File: src/include/wdc_defs.svh
`ifndef WDC_DEFS_SVH
`define WDC_DEFS_SVH

// Special-function addresses
`define WDC_ADDR_CTRL 8'hD8
`define WDC_ADDR_KEY 8'hC7

// Control register field positions
`define WDC_BIT_RUN 7
`define WDC_BIT_RSVD 6
`define WDC_BIT_SEL_HI 5
`define WDC_BIT_SEL_LO 4
`define WDC_BIT_IRQ_FLAG 3
`define WDC_BIT_CAUSE 2
`define WDC_BIT_RST_EN 1
`define WDC_BIT_RESTART 0

// Power-on value of the control register
`define WDC_CTRL_RESET 8'h00

// Timed-access key bytes and open window in clocks
`define WDC_KEY_FIRST 8'hAA
`define WDC_KEY_SECOND 8'h55
`define WDC_KEY_WINDOW 3

// Delay from time-out to watchdog reset, in clocks
`define WDC_RST_DELAY_CLK 512

// Default time-out exponents, period is 2**n clocks
`define WDC_EXP_0 17
`define WDC_EXP_1 20
`define WDC_EXP_2 23
`define WDC_EXP_3 26

`endif

File: src/include/wdc_pkg.sv
package wdc_pkg;

  typedef logic [7:0] wdc_byte_t;

  typedef enum logic [0:0] {
    WDC_COUNT,
    WDC_ARMED
  } wdc_state_e;

endpackage

File: src/hw/wdc_timer.sv
`timescale 1ns/1ps
`include "wdc_defs.svh"

module wdc_timer
  import wdc_pkg::*;
#(
  parameter int EXP0 = `WDC_EXP_0,
  parameter int EXP1 = `WDC_EXP_1,
  parameter int EXP2 = `WDC_EXP_2,
  parameter int EXP3 = `WDC_EXP_3,
  parameter int DELAY = `WDC_RST_DELAY_CLK
)
(
  // Clock and reset
  input wire logic sys_clk,
  input wire logic rst,
  // Control
  input wire logic run,
  input wire logic restart,
  input wire logic [1:0] sel,
  // Events
  output logic timeout,
  output logic expire
);

  localparam int CW = EXP3;
  localparam int DW = $clog2(DELAY + 1);
  localparam logic [CW-1:0] ONE = CW'(1);

  wdc_state_e state_r;
  logic [CW-1:0] cnt_r;
  logic [DW-1:0] dly_r;

  function automatic int sel_exp(input logic [1:0] s);
    case (s)
      2'd0: sel_exp = EXP0;
      2'd1: sel_exp = EXP1;
      2'd2: sel_exp = EXP2;
      default: sel_exp = EXP3;
    endcase
  endfunction

  wire [CW-1:0] limit = (ONE << sel_exp(sel)) - ONE;
  wire hit = (cnt_r == limit);
  wire dly_done = (dly_r == DW'(DELAY - 1));

  always_ff @(posedge sys_clk or posedge rst)
  begin
    if (rst)
    begin
      state_r <= WDC_COUNT;
      cnt_r <= '0;
      dly_r <= '0;
      timeout <= 1'b0;
      expire <= 1'b0;
    end
    else
    begin
      timeout <= 1'b0;
      expire <= 1'b0;
      if (restart)
      begin
        state_r <= WDC_COUNT;
        cnt_r <= '0;
        dly_r <= '0;
      end
      else if (run)
      begin
        case (state_r)
          WDC_COUNT:
          begin
            if (hit)
            begin
              cnt_r <= '0;
              dly_r <= '0;
              timeout <= 1'b1;
              state_r <= WDC_ARMED;
            end
            else
            begin
              cnt_r <= cnt_r + ONE;
            end
          end
          WDC_ARMED:
          begin
            if (dly_done)
            begin
              expire <= 1'b1;
              state_r <= WDC_COUNT;
            end
            else
            begin
              dly_r <= dly_r + DW'(1);
            end
          end
          default:
          begin
            state_r <= WDC_COUNT;
          end
        endcase
      end
    end
  end

endmodule

File: src/hw/wdc_key_gate.sv
`timescale 1ns/1ps
`include "wdc_defs.svh"

module wdc_key_gate
  import wdc_pkg::*;
#(
  parameter int WINDOW = `WDC_KEY_WINDOW
)
(
  // Clock and reset
  input wire logic sys_clk,
  input wire logic rst,
  // Key register writes
  input wire logic key_wr,
  input wire wdc_byte_t wdata,
  // Protected write taken
  input wire logic consume,
  // Window state
  output logic open
);

  localparam int WW = $clog2(WINDOW + 1);

  logic first_r;
  logic [WW-1:0] win_r;

  wire is_first = (wdata == `WDC_KEY_FIRST);
  wire is_second = (wdata == `WDC_KEY_SECOND);

  assign open = (win_r != '0);

  always_ff @(posedge sys_clk or posedge rst)
  begin
    if (rst)
    begin
      first_r <= 1'b0;
      win_r <= '0;
    end
    else
    begin
      if (key_wr)
      begin
        first_r <= is_first;
      end
      if (key_wr && first_r && is_second)
      begin
        win_r <= WW'(WINDOW);
      end
      else if (consume)
      begin
        win_r <= '0;
      end
      else if (open)
      begin
        win_r <= win_r - WW'(1);
      end
    end
  end

endmodule

File: src/hw/wdc_top.sv
`timescale 1ns/1ps
`include "wdc_defs.svh"

// Operation
// - Counter advances only while run bit 7 is set, halts otherwise.
// - Bits 5 and 4 select the time-out period.
// - Time-out sets interrupt flag bit 3 regardless of interrupt enable.
// - Watchdog reset sets reset-cause bit 2; it stays until software clears.
// - Power-on or power-fail reset clears the reset-cause bit.
// - With reset enable low, watchdog never touches the reset-cause bit.
// - Reset enable bit 1 allows or blocks the watchdog system reset.
// - Writing 1 to restart bit 0 returns the counter to zero.
// - Hardware clears the restart bit itself after the restart.
// - Time-out requests interrupt; 512 clocks later reset if enabled.
// - Control register powers up to its defined reset pattern.
// - External pin reset leaves the interrupt flag unchanged.
// - Reset enable is cleared only by power-on reset or a timed-access write.
// - Every control bit reads back freely at any time.
// - Reset enable, flag and restart need timed access; others write freely.
// - Control register sits at address D8h; bit 6 reserved, reads zero.
module wdc_top
  import wdc_pkg::*;
#(
  parameter int EXP0 = `WDC_EXP_0,
  parameter int EXP1 = `WDC_EXP_1,
  parameter int EXP2 = `WDC_EXP_2,
  parameter int EXP3 = `WDC_EXP_3,
  parameter int DELAY = `WDC_RST_DELAY_CLK,
  parameter int WINDOW = `WDC_KEY_WINDOW
)
(
  // Clock and power-on reset
  input wire logic sys_clk,
  input wire logic rst,
  // Special-function register access
  input wire wdc_byte_t sfr_addr,
  input wire logic sfr_wr,
  input wire logic sfr_rd,
  input wire wdc_byte_t sfr_wdata,
  output wdc_byte_t sfr_rdata,
  // Reset sources from pins
  input wire logic ext_reset_n,
  input wire logic power_fail,
  // Interrupt
  input wire logic watchdog_irq_enable,
  output logic watchdog_irq,
  // System reset request
  output logic watchdog_reset
);

  // Pin synchronisers
  logic ext_s1_r;
  logic ext_s2_r;
  logic pf_s1_r;
  logic pf_s2_r;

  // Control register fields
  logic watchdog_run_r;
  logic interval_select_hi_r;
  logic interval_select_lo_r;
  logic watchdog_irq_flag_r;
  logic watchdog_reset_cause_flag_r;
  logic watchdog_reset_enable_r;
  logic watchdog_restart_r;

  logic watchdog_run_nxt;
  logic interval_select_hi_nxt;
  logic interval_select_lo_nxt;
  logic watchdog_irq_flag_nxt;
  logic watchdog_reset_cause_flag_nxt;
  logic watchdog_reset_enable_nxt;
  logic watchdog_restart_nxt;

  logic irq_r;
  logic wdt_reset_r;
  wdc_byte_t rdata_r;
  localparam wdc_byte_t CTRL_RST = `WDC_CTRL_RESET;

  logic timeout;
  logic expire;
  logic key_open;

  // Soft reset sources
  wire ext_rst = ~ext_s2_r;
  wire pf_rst = pf_s2_r;

  wire wdt_fire = expire & watchdog_reset_enable_r;
  wire any_soft = ext_rst | pf_rst | wdt_fire;

  wire hit_ctrl = (sfr_addr == `WDC_ADDR_CTRL);
  wire hit_key = (sfr_addr == `WDC_ADDR_KEY);
  wire wr_ctrl = sfr_wr & hit_ctrl & ~any_soft;
  wire wr_key = sfr_wr & hit_key;

  // protected write qualified by key window
  wire prot_wr = wr_ctrl & key_open;

  // full readback, reserved bit reads zero
  wire [7:0] ctrl_val = {watchdog_run_r, 1'b0, interval_select_hi_r, interval_select_lo_r,
                         watchdog_irq_flag_r, watchdog_reset_cause_flag_r,
                         watchdog_reset_enable_r, watchdog_restart_r};
  wire [7:0] rdata_nxt = (sfr_rd & hit_ctrl) ? ctrl_val : 8'h00;

  assign watchdog_run_nxt = any_soft ? 1'b0 :
                            wr_ctrl ? sfr_wdata[`WDC_BIT_RUN] : watchdog_run_r;

  assign interval_select_hi_nxt = any_soft ? 1'b0 :
                                  wr_ctrl ? sfr_wdata[`WDC_BIT_SEL_HI] : interval_select_hi_r;
  assign interval_select_lo_nxt = any_soft ? 1'b0 :
                                  wr_ctrl ? sfr_wdata[`WDC_BIT_SEL_LO] : interval_select_lo_r;

  // time-out sets flag, set wins over software clear
  // external reset does not touch the flag
  assign watchdog_irq_flag_nxt = (pf_rst | wdt_fire) ? 1'b0 :
                                 timeout ? 1'b1 :
                                 prot_wr ? sfr_wdata[`WDC_BIT_IRQ_FLAG] : watchdog_irq_flag_r;

  // set on watchdog reset, cleared by software or power-fail reset
  assign watchdog_reset_cause_flag_nxt = pf_rst ? 1'b0 :
                                         wdt_fire ? 1'b1 :
                                         wr_ctrl ? sfr_wdata[`WDC_BIT_CAUSE] :
                                         watchdog_reset_cause_flag_r;

  // reset enable survives all soft resets
  assign watchdog_reset_enable_nxt = prot_wr ? sfr_wdata[`WDC_BIT_RST_EN] : watchdog_reset_enable_r;

  assign watchdog_restart_nxt = prot_wr & sfr_wdata[`WDC_BIT_RESTART];

  // Synchronise pin reset sources
  always_ff @(posedge sys_clk or posedge rst)
  begin
    if (rst)
    begin
      ext_s1_r <= 1'b1;
      ext_s2_r <= 1'b1;
      pf_s1_r <= 1'b0;
      pf_s2_r <= 1'b0;
    end
    else
    begin
      ext_s1_r <= ext_reset_n;
      ext_s2_r <= ext_s1_r;
      pf_s1_r <= power_fail;
      pf_s2_r <= pf_s1_r;
    end
  end

  always_ff @(posedge sys_clk or posedge rst)
  begin
    if (rst)
    begin
      watchdog_run_r <= CTRL_RST[`WDC_BIT_RUN];
      interval_select_hi_r <= CTRL_RST[`WDC_BIT_SEL_HI];
      interval_select_lo_r <= CTRL_RST[`WDC_BIT_SEL_LO];
      watchdog_irq_flag_r <= CTRL_RST[`WDC_BIT_IRQ_FLAG];
      watchdog_reset_cause_flag_r <= CTRL_RST[`WDC_BIT_CAUSE];
      watchdog_reset_enable_r <= CTRL_RST[`WDC_BIT_RST_EN];
      watchdog_restart_r <= CTRL_RST[`WDC_BIT_RESTART];
    end
    else
    begin
      watchdog_run_r <= watchdog_run_nxt;
      interval_select_hi_r <= interval_select_hi_nxt;
      interval_select_lo_r <= interval_select_lo_nxt;
      watchdog_irq_flag_r <= watchdog_irq_flag_nxt;
      watchdog_reset_cause_flag_r <= watchdog_reset_cause_flag_nxt;
      watchdog_reset_enable_r <= watchdog_reset_enable_nxt;
      watchdog_restart_r <= watchdog_restart_nxt;
    end
  end

  // Output flops
  always_ff @(posedge sys_clk or posedge rst)
  begin
    if (rst)
    begin
      irq_r <= 1'b0;
      wdt_reset_r <= 1'b0;
      rdata_r <= 8'h00;
    end
    else
    begin
      irq_r <= watchdog_irq_flag_nxt & watchdog_irq_enable;
      wdt_reset_r <= wdt_fire;
      rdata_r <= rdata_nxt;
    end
  end

  assign watchdog_irq = irq_r;
  assign watchdog_reset = wdt_reset_r;
  assign sfr_rdata = rdata_r;

  // Counter restarts on software restart or any soft reset
  wire tmr_restart = watchdog_restart_r | any_soft;

  wdc_timer #(
    .EXP0(EXP0),
    .EXP1(EXP1),
    .EXP2(EXP2),
    .EXP3(EXP3),
    .DELAY(DELAY)
  ) u_timer (
    .sys_clk(sys_clk),
    .rst(rst),
    .run(watchdog_run_r),
    .restart(tmr_restart),
    .sel({interval_select_hi_r, interval_select_lo_r}),
    .timeout(timeout),
    .expire(expire)
  );

  wdc_key_gate #(
    .WINDOW(WINDOW)
  ) u_key (
    .sys_clk(sys_clk),
    .rst(rst),
    .key_wr(wr_key),
    .wdata(sfr_wdata),
    .consume(prot_wr),
    .open(key_open)
  );

  // Running cycles after the time-out pulse, checks only
  logic [15:0] since_to_r;
  always_ff @(posedge sys_clk or posedge rst)
  begin
    if (rst)
    begin
      since_to_r <= 16'h0000;
    end
    else if (timeout)
    begin
      since_to_r <= 16'h0000;
    end
    else if (watchdog_run_r && since_to_r != 16'hFFFF)
    begin
      since_to_r <= since_to_r + 16'h0001;
    end
  end
endmodule

File: config.mk
export PLATFORM = sky130hd
export DESIGN_NAME = wdc_top
export DESIGN_NICKNAME = d
export VERILOG_FILES = /design/src/include/wdc_pkg.sv /design/src/hw/wdc_timer.sv /design/src/hw/wdc_key_gate.sv /design/src/hw/wdc_top.sv
export VERILOG_INCLUDE_DIRS = /design/src /design/src/include
export SDC_FILE = /design/constraint.sdc
export NUM_CORES = 1
export LEC_CHECK = 0
export BUFFER_PORTS_ARGS = -buffer_cell sky130_fd_sc_hd__buf_4
export CAP_MARGIN = 20
export CORE_MARGIN = 10
export CORE_UTILIZATION = 45
export DETAILED_ROUTE_END_ITERATION = 8
export PLACE_DENSITY_LB_ADDON = 0.25
export SLEW_MARGIN = 20
export SYNTH_ARGS = -nofsm -noshare
export SYNTH_HDL_FRONTEND = slang
export SYNTH_HIERARCHICAL = 1
export SYNTH_SLANG_ARGS = --single-unit
export TNS_END_PERCENT = 20
File: constraint.sdc
create_clock -name sys_clk -period 2 [get_ports sys_clk]
set_input_delay 0.2 -clock sys_clk [delete_from_list [all_inputs] [get_ports sys_clk]]
set_output_delay 0.2 -clock sys_clk [all_outputs]
set_load 0.02 [all_outputs]
==> flow_metrics.env, run 1 <==
export IMPL_synthFlopType="dfrtp_1"
export IMPL_maximum_clock_rate_ghz=0.4809
export IMPL_drtIter0Drc=109
export IMPL_cts_made_buffers=9
export IMPL_finalHoldViolations=0
export IMPL_ys_seq_elements=62
export IMPL_critPathLaunchType="flop"
export IMPL_path_max_fanout=6
export IMPL_die_x_um=105.3
export IMPL_met2WireLength_mm=3.458
export IMPL_vias_post_dr=2654
export IMPL_m1WireLength_mm=3.696
export IMPL_die_area_mm2=0.01108
export IMPL_netlist_instances=330
export IMPL_number_of_global_route_vias_before_repair=2579
export IMPL_number_of_enable_flip_flop_cells_after_synthesis=0
export IMPL_grt_antenna_before_repair=0
export IMPL_worst_ep_arrival_ns=2.30
export IMPL_final_util_pct=60.00
export IMPL_vdd_drop_max_v=0.0003202
export IMPL_clk_path_buf_depth=2
export IMPL_outcome="complete, but fails checks"
export IMPL_worstSetupPathType="flop to flop"
export IMPL_wl_met3_um=227
export IMPL_finalNetCount=434
export IMPL_synthToLayoutAreaGrowth_pct=31.64
export IMPL_postSynthNetCount=361
export IMPL_post_route_period_util_pct=104.0
export IMPL_yosys_area_top_type_share_pct=45.91
export IMPL_floorplan_initialDensity_pct=45.58
export IMPL_rsz0062_at_grt="true"
export IMPL_drcViolationCount=0
export IMPL_final_hold_worst_slack_ns=0.07542
export IMPL_postLayoutSetupSlackWorst_ns=-0.07930
export IMPL_yosysTopAreaCell="dfrtp_1"
export IMPL_floorplan_rows=31
export IMPL_reg_clk_slew_reported_paths_ns=0.07
export IMPL_routabilityCongestion=0.8346
export IMPL_fin_crit_ns=2.079
export IMPL_grt_start_max_net_pins=40
export IMPL_netlist_top_cells_area="dfrtp_1 46%, xor2_1 5.9%, nor2_1 4.5%, nand3_1 3.2%, ha_1 3.1%"
export IMPL_topRoutingLayerUsed="met4"
export IMPL_avgRoutedWirePerCell_um=14.88
export IMPL_drt_pass1_iter_count=4
export IMPL_drive_gt1_share_pct=29.41
export IMPL_final_instance_count_excl_fill=507
export IMPL_ant_nets=0
export IMPL_track_usage_pct=13.46
export IMPL_tritoncts_clock_tree="yes"
export IMPL_dp_hpwl_mm=5.167
export IMPL_placeableCoreArea_mm2=0.007176
export IMPL_design_area_mm2=0.004305
export IMPL_critPathRequiredTime_ns=2.22
export IMPL_io_pin_count=33
export IMPL_post_synthesis_async_set_or_reset_flop_share_pct=100.0
export IMPL_timing_final_setup_violations=35
export IMPL_clkLatencyLatePin_ns=0.35
export IMPL_yosysWarningCount=6
export IMPL_violations_in_the_final_reports="setup timing"
export IMPL_worst_setup_path_end_kind="flop"
export IMPL_via_density=5.235
export IMPL_post_dp_cell_area_mm2=0.003776
export IMPL_final_setup_skew_ns=0.006466
export IMPL_gr_total_overflow=0
export IMPL_syn_area_mm2=0.003271
export IMPL_maxSlewHeadroom_pct=53.02
export IMPL_powerDensity_mw_per_mm2=635.9
export IMPL_tightest_slew_ns=0.7039
export IMPL_wl_mm=7.545
export IMPL_die_y_um=105.3
export IMPL_synth_area_per_cell_um2=9.911
export IMPL_max_cap_violations=0
export IMPL_ys_seq_area_share_pct=47.51
export IMPL_clock_tree_htree_level_count=3
export IMPL_power_leakage_uw=0.001865
export IMPL_clock_root_buffer="clkbuf_8"
export IMPL_io_buf_count=31
export IMPL_cts_num_sinks=62
export IMPL_dp_cells=476
export IMPL_finalMaxSlewViolations=0
export IMPL_num_antenna_cells=0
export IMPL_total_power_uw=2738
export IMPL_grt_pass1_wl_mm=12.30
export IMPL_synth_distinct_cells=52
export IMPL_min_delay_path_class="input pin to flop"
## cell families (layout without fill, tap and decap cells)
kind of cell | count (synthesis) | after routing | synth area share, %
AOI/OAI and AO/OA | 48 | 48 | 10.75
xor gates and xnor gates | 29 | 29 | 7.766
buffers and inverters | 28 | 106 | 3.902
adders and majority gates | 8 | 8 | 3.061
and+or+nand+nor | 150 | 150 | 25.63
other | 1 | 1 | 0.1147
muxes | 4 | 4 | 1.262
DFF | 62 | 62 | 47.51
## Yosys cell counts, types with 3 or more instances
library cell  number
o31ai_1            4
inv_1             19
a31oi_1            8
nand4_1           12
nor3b_1            3
nand2_1           18
buf_2              3
a21oi_1           10
clkbuf_1           3
nor4_1             4
nor3_1             6
dfrtp_1           60
nand4b_1           4
nor2b_1            6
xor2_1            22
ha_1               8
o211ai_1           7
a211oi_1           3
xnor2_1            7
nor2_1            39
and3_1             6
nand3_1           21
and2_1            12
mux2i_1            3
nand2b_1           3
## repair_timing
item / 4_1_cts / 5_1_grt
endpoints found under the setup margin: 36 / 37
hold endpoints to repair: 16 / 0
pin swaps: 3 / 6
gates cloned: 0 / 2
setup buffers: 2 / 8
resized for setup: 9 / 27
hold buffers: 3 / 0
## cell type report
cell class                 instances  area, µm²
clock inverter                     4      53.80
clock buffer                      12      165.2
fill                             600       2870
sequential                        62       1554
multi-input combinational        240       1738
timing repair buffer              71      595.6
inverter                          19      75.07
tap                               99      123.9
## registers in the layout, summed over array words and instances (netlist names), 2 cells and up
signal	count
sfr_rdata	7
u_key/win_r	2
u_timer/cnt_r	26
u_timer/dly_r	10
## worst paths after layout
kind                                             startpoint                      endpoint  slack (ns)  depth (start not counted)
setup / recovery           interval_select_lo_r$_DFFE_PP0P_  u_timer/dly_r[5]$_DFFE_PP0P_       -0.08                          7
hold / removal                          watchdog_irq_enable        watchdog_irq$_DFF_PP0_        0.08                          3
setup reg to reg           interval_select_lo_r$_DFFE_PP0P_  u_timer/dly_r[5]$_DFFE_PP0P_       -0.08                          7
hold reg to reg                           pf_s1_r$_DFF_PP0_              pf_rst$_DFF_PP0_        0.35                          0
max in group asynchronous                               rst              pf_rst$_DFF_PP0_        1.02                          3
min in group asynchronous                               rst    u_key/win_r[1]$_DFFE_PP0P_        0.29                          3
## power breakdown
part | leakage [µW] | internal [µW] | switching (µW)
combinational | 0.000914 | 116 | 135
clock | 0.000105 | 679 | 510
sequential | 0.000846 | 1280 | 13.8
## metrics by stage
step | TNS [ns] | worst slack [ns]
floorplan | 0 | 0.01620
global placement | -1.305 | -0.05588
detailed placement | -1.540 | -0.07538
CTS | -0.8616 | -0.03913
global route | -4.869 | -0.1833
finish | -1.628 | -0.07930
## layout by cell type, fill, tap and decap left out, types with 4 or more instances in the layout
master    Yosys  routed
buf_4         1      63
nand4_1      12      12
clkbuf_8      0      12
xor2_1       22      20
nor4_1        4       4
nand3_1      21      19
nor3_1        6       5
nor2b_1       6       5
and2_1       12      12
nor2_4        0       6
nand4b_1      4       4
and3_1        6       6
dfrtp_1      60      60
a21oi_1      10       8
o211ai_1      7       7
a31oi_1       8       8
ha_1          8       5
inv_1        19      16
nor2_1       39      31
nand2_1      18      17
xnor2_1       7       7
## critical path: stages, from the launching register on
cell      delay [ns]
dfrtp_1         0.42
inv_2           0.13
ha_4            0.15
or4b_4          0.47
a211oi_1        0.26
nand3_2         0.18
o211ai_1        0.24
a21oi_1         0.10
## routing by layer
metal	global-route usage, %	vias up
li1	-	1311
met1	17.88	1296
met2	20.04	35
met3	3.532	12
met4	6.176	0
met5	0	-
Note: power is estimated with default switching activity, not from simulation.
==> inputs of run 2 (changes only) <==
Settings changed: CTS_CLUSTER_DIAMETER from default to 50, SKIP_LAST_GASP from default to 1.
==> flow_metrics.env, run 2 (synthesized netlist as in run 1, its figures left out) <==
export IMPL_worstReg2RegStart="interval_select_hi_r$_DFFE_PP0P_"
export IMPL_largest_reg_flops=26
export IMPL_grt_start_max_net_pins=40
export IMPL_number_of_global_route_vias_before_repair=2578
export IMPL_total_power_uw=2739
export IMPL_worst_min_delay_path_endpoint="watchdog_irq$_DFF_PP0_"
export IMPL_postLayoutSetupSlackWorst_ns=-0.08055
export IMPL_ant_nets=0
export IMPL_drtIter0Drc=122
export IMPL_timing_final_setup_violations=35
export IMPL_gate_family_responsible_for_the_most_delay_along_the_worst_path="XOR/XNOR gates"
export IMPL_clk_path_buf_depth=2
export IMPL_critical_path_slowest_cell="dfrtp_1"
export IMPL_avgRoutedWirePerCell_um=14.97
export IMPL_tritoncts_clock_tree="yes"
export IMPL_wl_mm=7.591
export IMPL_maxSlewHeadroom_pct=49.28
export IMPL_gr_total_overflow=0
export IMPL_grt_antenna_before_repair=0
export IMPL_die_x_um=105.3
export IMPL_placeableCoreArea_mm2=0.007176
export IMPL_final_util_pct=60.10
export IMPL_clock_tree_htree_level_count=3
export IMPL_finalSetupTns_ns=-1.699
export IMPL_drcViolationCount=0
export IMPL_final_setup_skew_ns=0.009722
export IMPL_critPathLaunchType="flop"
export IMPL_io_buf_count=31
export IMPL_cts_made_buffers=9
export IMPL_power_leakage_uw=0.001864
export IMPL_rr_worst_depth=9
export IMPL_finalHoldViolations=0
export IMPL_post_route_period_util_pct=104.0
export IMPL_die_area_mm2=0.01108
export IMPL_critPathRequiredTime_ns=2.23
export IMPL_critPathBufInv=3
export IMPL_worst_setup_path_end_kind="flop"
export IMPL_max_flop_register="u_timer/cnt_r"
export IMPL_drive_gt1_share_pct=29.41
export IMPL_reg_clk_slew_reported_paths_ns=0.07
export IMPL_floorplan_initialDensity_pct=45.58
export IMPL_path_max_fanout=12
export IMPL_fin_crit_ns=2.081
export IMPL_worst_ep_arrival_ns=2.31
export IMPL_dp_hpwl_mm=5.167
export IMPL_synthToLayoutAreaGrowth_pct=31.87
export IMPL_die_y_um=105.3
export IMPL_vias_post_dr=2654
export IMPL_worst_hold_path_num_cells=3
export IMPL_io_pin_count=33
export IMPL_rsz0062_at_grt="true"
export IMPL_cts_num_sinks=62
export IMPL_routabilityCongestion=0.8346
export IMPL_outcome="complete, but fails checks"
export IMPL_worstSetupPathType="flop to flop"
export IMPL_finalMaxSlewViolations=0
export IMPL_min_delay_start="watchdog_irq_enable"
export IMPL_vdd_drop_max_v=0.0003203
export IMPL_min_delay_path_class="input pin to flop"
export IMPL_crit_top_cell="xnor2_1"
export IMPL_clkLatencyLatePin_ns=0.35
export IMPL_drt_pass1_iter_count=4
export IMPL_via_density=5.235
export IMPL_worstPathCellList="inv_2 > ha_1 > xnor2_1 > xnor2_1 > o2111ai_4 > o21ai_4 > buf_4 > clkbuf_16 > nor2_1"
export IMPL_floorplan_rows=31
export IMPL_critical_path_max_stage_delay_ns=0.39
export IMPL_final_cell_mix="62 x buf_4, 60 x dfrtp_1, 31 x nor2_1, 20 x xor2_1, 19 x nand3_1"
export IMPL_rrSetupSlack_ns=-0.08
export IMPL_powerDensity_mw_per_mm2=635.1
export IMPL_clock_root_buffer="clkbuf_8"
export IMPL_grt_pass1_wl_mm=12.28
export IMPL_max_cap_violations=0
export IMPL_tightest_slew_ns=0.7592
export IMPL_reg_to_reg_critical_path_endpoint="u_timer/cnt_r[0]$_DFFE_PP0P_"
export IMPL_maximum_clock_rate_ghz=0.4806
export IMPL_finalNetCount=434
export IMPL_num_antenna_cells=0
export IMPL_track_usage_pct=13.45
export IMPL_violations_in_the_final_reports="setup timing"
export IMPL_layout_cells_most_common="buf_4"
==> run 2: worst register-to-register path, stage by stage, from the launching register on <==
cell and delay, ns:
dfrtp_1 0.39, inv_2 0.09, ha_1 0.21, xnor2_1 0.14, xnor2_1 0.35, o2111ai_4 0.21, o21ai_4 0.20, buf_4 0.16
clkbuf_16 0.16, nor2_1 0.05
==> run 2: final cells by class <==
| type | instances | area [µm²] |
|---|---|---|
| clock inverters | 4 | 53.80 |
| repair buffers | 71 | 599.3 |
| fillers | 598 | 2863 |
| flip-flops and latches | 62 | 1554 |
| multi-input cells | 240 | 1742 |
| clock buffers | 12 | 165.2 |
| well taps | 99 | 123.9 |
| inverters | 19 | 75.07 |
==> run 2: worst max-delay path by stage <==
stage	start	endpoint	slack (ns)	cells past startpoint
finish	interval_select_hi_r$_DFFE_PP0P_	u_timer/cnt_r[0]$_DFFE_PP0P_	-0.08	9
global route	interval_select_lo_r$_DFFE_PP0P_	u_timer/dly_r[5]$_DFFE_PP0P_	-0.17	7
CTS	interval_select_lo_r$_DFFE_PP0P_	u_timer/dly_r[7]$_DFFE_PP0P_	-0.05	8
detailed placement	interval_select_lo_r$_DFFE_PP0P_	u_timer/dly_r[3]$_DFFE_PP0P_	-0.08	7
global placement	interval_select_lo_r$_DFFE_PP0P_	u_timer/dly_r[3]$_DFFE_PP0P_	-0.06	8
floorplan	interval_select_lo_r$_DFFE_PP0P_	u_timer/cnt_r[4]$_DFFE_PP0P_	0.02	8
==> run 2: timing repair <==
action                     4_1_cts  5_1_grt
pin swaps                        3       12
setup endpoints to repair       36       37
setup buffers                    2        8
hold endpoints to repair        16        0
hold buffers                     3        0
gates resized for setup          8       30
cloned                           0        2
==> run 2: per-layer routing <==
metal / GRT usage (%) / up-vias / part of all wire [%]
met4: 6.176 / 0 / 0.86
met1: 17.84 / 1295 / 49
met2: 20.04 / 40 / 46
met3: 3.532 / 5 / 4.0
li1: - / 1314 / -
met5: 0 / - / 0
==> run 2: power by group <==
group          internal, µW  switching (µW)  leakage (µW)
Sequential             1280            13.8      0.000846
Combinational           116             134      0.000913
Clock                   679             512      0.000105
==> run 2: metrics by stage <==
stage,area [µm²],setup WS (ns),hold slack [ns],instances
6_report,4313,-0.08055,0.07877,507
5_1_grt,4313,-0.1726,0.08446,507
4_1_cts,4075,-0.04812,0.05802,497
3_5_place_dp,3776,-0.07538,0.09935,476
3_3_place_gp,3776,-0.05588,0.09261,476
2_1_floorplan,3276,0.01620,-0.04636,330
==> inputs of run 3 (changes only) <==
Settings changed: MAX_ROUTING_LAYER from default to met4.
==> flow_metrics.env, run 3 (synthesized netlist as in run 1, its figures left out) <==
export IMPL_critical_path_max_stage_delay_ns=0.39
export IMPL_violations_in_the_final_reports="setup timing"
export IMPL_clock_tree_htree_level_count=3
export IMPL_dp_cells=476
export IMPL_final_instance_count_excl_fill=507
export IMPL_rsz0062_at_grt="true"
export IMPL_critPathRequiredTime_ns=2.23
export IMPL_p_sw_uw=660.1
export IMPL_grt_antenna_before_repair=0
export IMPL_powerDensity_mw_per_mm2=635.3
export IMPL_gr_total_overflow=0
export IMPL_sw_frac_of_total_pct=24.09
export IMPL_finalNetCount=434
export IMPL_final_hold_worst_slack_ns=0.07847
export IMPL_drcViolationCount=0
export IMPL_critical_path_slowest_cell="dfrtp_1"
export IMPL_max_cap_violations=0
export IMPL_grt_pass1_wl_mm=12.29
export IMPL_max_flop_register="u_timer/cnt_r"
export IMPL_clkLatencyLatePin_ns=0.35
export IMPL_reg_clk_slew_reported_paths_ns=0.07
export IMPL_dp_hpwl_mm=5.167
export IMPL_finalHoldViolations=0
export IMPL_layout_filler_cells=598
export IMPL_final_setup_skew_ns=0.01050
export IMPL_post_route_period_util_pct=103.8
export IMPL_worstPathCellList="inv_2 > ha_1 > xnor2_1 > xnor2_1 > o2111ai_4 > o21ai_4 > buf_4 > clkbuf_16 > nor2_1"
export IMPL_gate_family_responsible_for_the_most_delay_along_the_worst_path="XOR/XNOR gates"
export IMPL_path_max_fanout=12
export IMPL_outcome="complete, but fails checks"
export IMPL_grt_start_max_net_pins=40
export IMPL_routabilityCongestion=0.8474
export IMPL_layout_cells_most_common="buf_4"
export IMPL_critPathBufInv=3
export IMPL_critPathLaunchType="flop"
export IMPL_intPower_uw=2080
export IMPL_finalMaxSlewViolations=0
export IMPL_floorplan_initialDensity_pct=45.58
export IMPL_min_delay_path_class="input pin to flop"
export IMPL_final_cell_mix="62 x buf_4, 60 x dfrtp_1, 31 x nor2_1, 20 x xor2_1, 19 x nand3_1"
export IMPL_worst_setup_path_end_kind="flop"
export IMPL_num_antenna_cells=0
export IMPL_p_seq_share_pct=47.4
export IMPL_via_density=5.268
export IMPL_total_power_uw=2740
export IMPL_post_dp_cell_area_mm2=0.003776
export IMPL_maxSlewHeadroom_pct=48.82
export IMPL_drtIter0Drc=125
export IMPL_crit_top_cell="xnor2_1"
export IMPL_largest_reg_flops=26
export IMPL_place_worst_setup_slack_ns=-0.07538
export IMPL_cts_num_sinks=62
export IMPL_postLayoutSetupSlackWorst_ns=-0.07642
export IMPL_die_x_um=105.3
export IMPL_p_comb_share_pct=9.1
export IMPL_design_area_mm2=0.004313
export IMPL_p_clk_share_pct=43.5
export IMPL_worstSetupPathType="flop to flop"
export IMPL_placeableCoreArea_mm2=0.007176
export IMPL_track_usage_pct=13.85
export IMPL_maximum_clock_rate_ghz=0.4816
export IMPL_floorplan_rows=31
export IMPL_synthToLayoutAreaGrowth_pct=31.87
export IMPL_die_y_um=105.3
export IMPL_cts_made_buffers=9
export IMPL_worst_ep_arrival_ns=2.31
export IMPL_vdd_drop_max_v=0.0003202
export IMPL_tightest_slew_ns=0.7662
export IMPL_fin_crit_ns=2.076
export IMPL_io_pin_count=33
export IMPL_ant_nets=0
export IMPL_number_of_global_route_vias_before_repair=2582
export IMPL_die_area_mm2=0.01108
export IMPL_wl_mm=7.572
export IMPL_power_leakage_uw=0.001864
export IMPL_clk_path_buf_depth=2
export IMPL_timing_final_setup_violations=35
export IMPL_drive_gt1_share_pct=29.41
export IMPL_io_buf_count=31
export IMPL_tritoncts_clock_tree="yes"
export IMPL_clock_root_buffer="clkbuf_8"
export IMPL_vias_post_dr=2671
export IMPL_drt_pass1_iter_count=4
export IMPL_avgRoutedWirePerCell_um=14.93
run 3: layout make-up:
cell class / count / area, µm² / area share, %
clock buffer: 12 / 165.2 / 3.829
clock inverter: 4 / 53.80 / 1.247
inverter: 19 / 75.07 / 1.741
multi-input combinational: 240 / 1742 / 40.38
sequential: 62 / 1554 / 36.03
tap: 99 / 123.9 / 2.872
timing repair buffer: 71 / 599.3 / 13.90
run 3: power by group through the flow:
| stage | registers, µW | logic, µW | clock network, µW |
|---|---|---|---|
| after global routing | 1300 | 283 | 1280 |
| final | 1300 | 250 | 1190 |
| after global placement | 1320 | 214 | 0 |
| after detailed placement | 1320 | 219 | 0 |
| after CTS | 1300 | 227 | 1210 |
| after floorplan | 1320 | 139 | 0 |
run 3: through the flow:
step | utilization (%) | setup TNS [ns]
after floorplan | - | 0
after global placement | 52.62 | -1.305
after detailed placement | 52.62 | -1.540
after CTS | 56.79 | -0.8879
after global routing | 60.10 | -4.749
final | 60.10 | -1.499
run 3: worst paths after layout:
| check | startpoint | to | slack [ns] | depth (start not counted) |
|---|---|---|---|---|
| max in group asynchronous | rst | pf_rst$_DFF_PP0_ | 1.01 | 3 |
| min reg2reg | pf_s1_r$_DFF_PP0_ | pf_rst$_DFF_PP0_ | 0.35 | 0 |
| min in group asynchronous | rst | u_key/win_r[1]$_DFFE_PP0P_ | 0.30 | 3 |
| min | watchdog_irq_enable | watchdog_irq$_DFF_PP0_ | 0.08 | 3 |
| max reg2reg | interval_select_hi_r$_DFFE_PP0P_ | u_timer/cnt_r[0]$_DFFE_PP0P_ | -0.08 | 9 |
| max | interval_select_hi_r$_DFFE_PP0P_ | u_timer/cnt_r[0]$_DFFE_PP0P_ | -0.08 | 9 |
run 3: metal layers:
layer / up-vias / global-route usage (%) / wire [µm]
met3: 5 / 3.715 / 314
met4: 0 / 5.882 / 65
met1: 1308 / 17.84 / 3716
met5: - / - / 0
met2: 43 / 20.04 / 3476
li1: 1315 / - / -
run 3: repair_timing:
action                                 in CTS  in global routing
hold buffers                                3                  0
setup endpoints to repair                  36                 37
cloned                                      0                  2
resized for setup                           8                 30
endpoints found under the hold margin      16                  0
pin swaps                                   3                 12
setup buffers                               2                  8
run 3: worst register-to-register path, cell delays in order, from the launching register on:
cell,delay [ns]
dfrtp_1,0.39
inv_2,0.09
ha_1,0.21
xnor2_1,0.14
xnor2_1,0.34
o2111ai_4,0.21
o21ai_4,0.20
buf_4,0.16
clkbuf_16,0.16
nor2_1,0.05
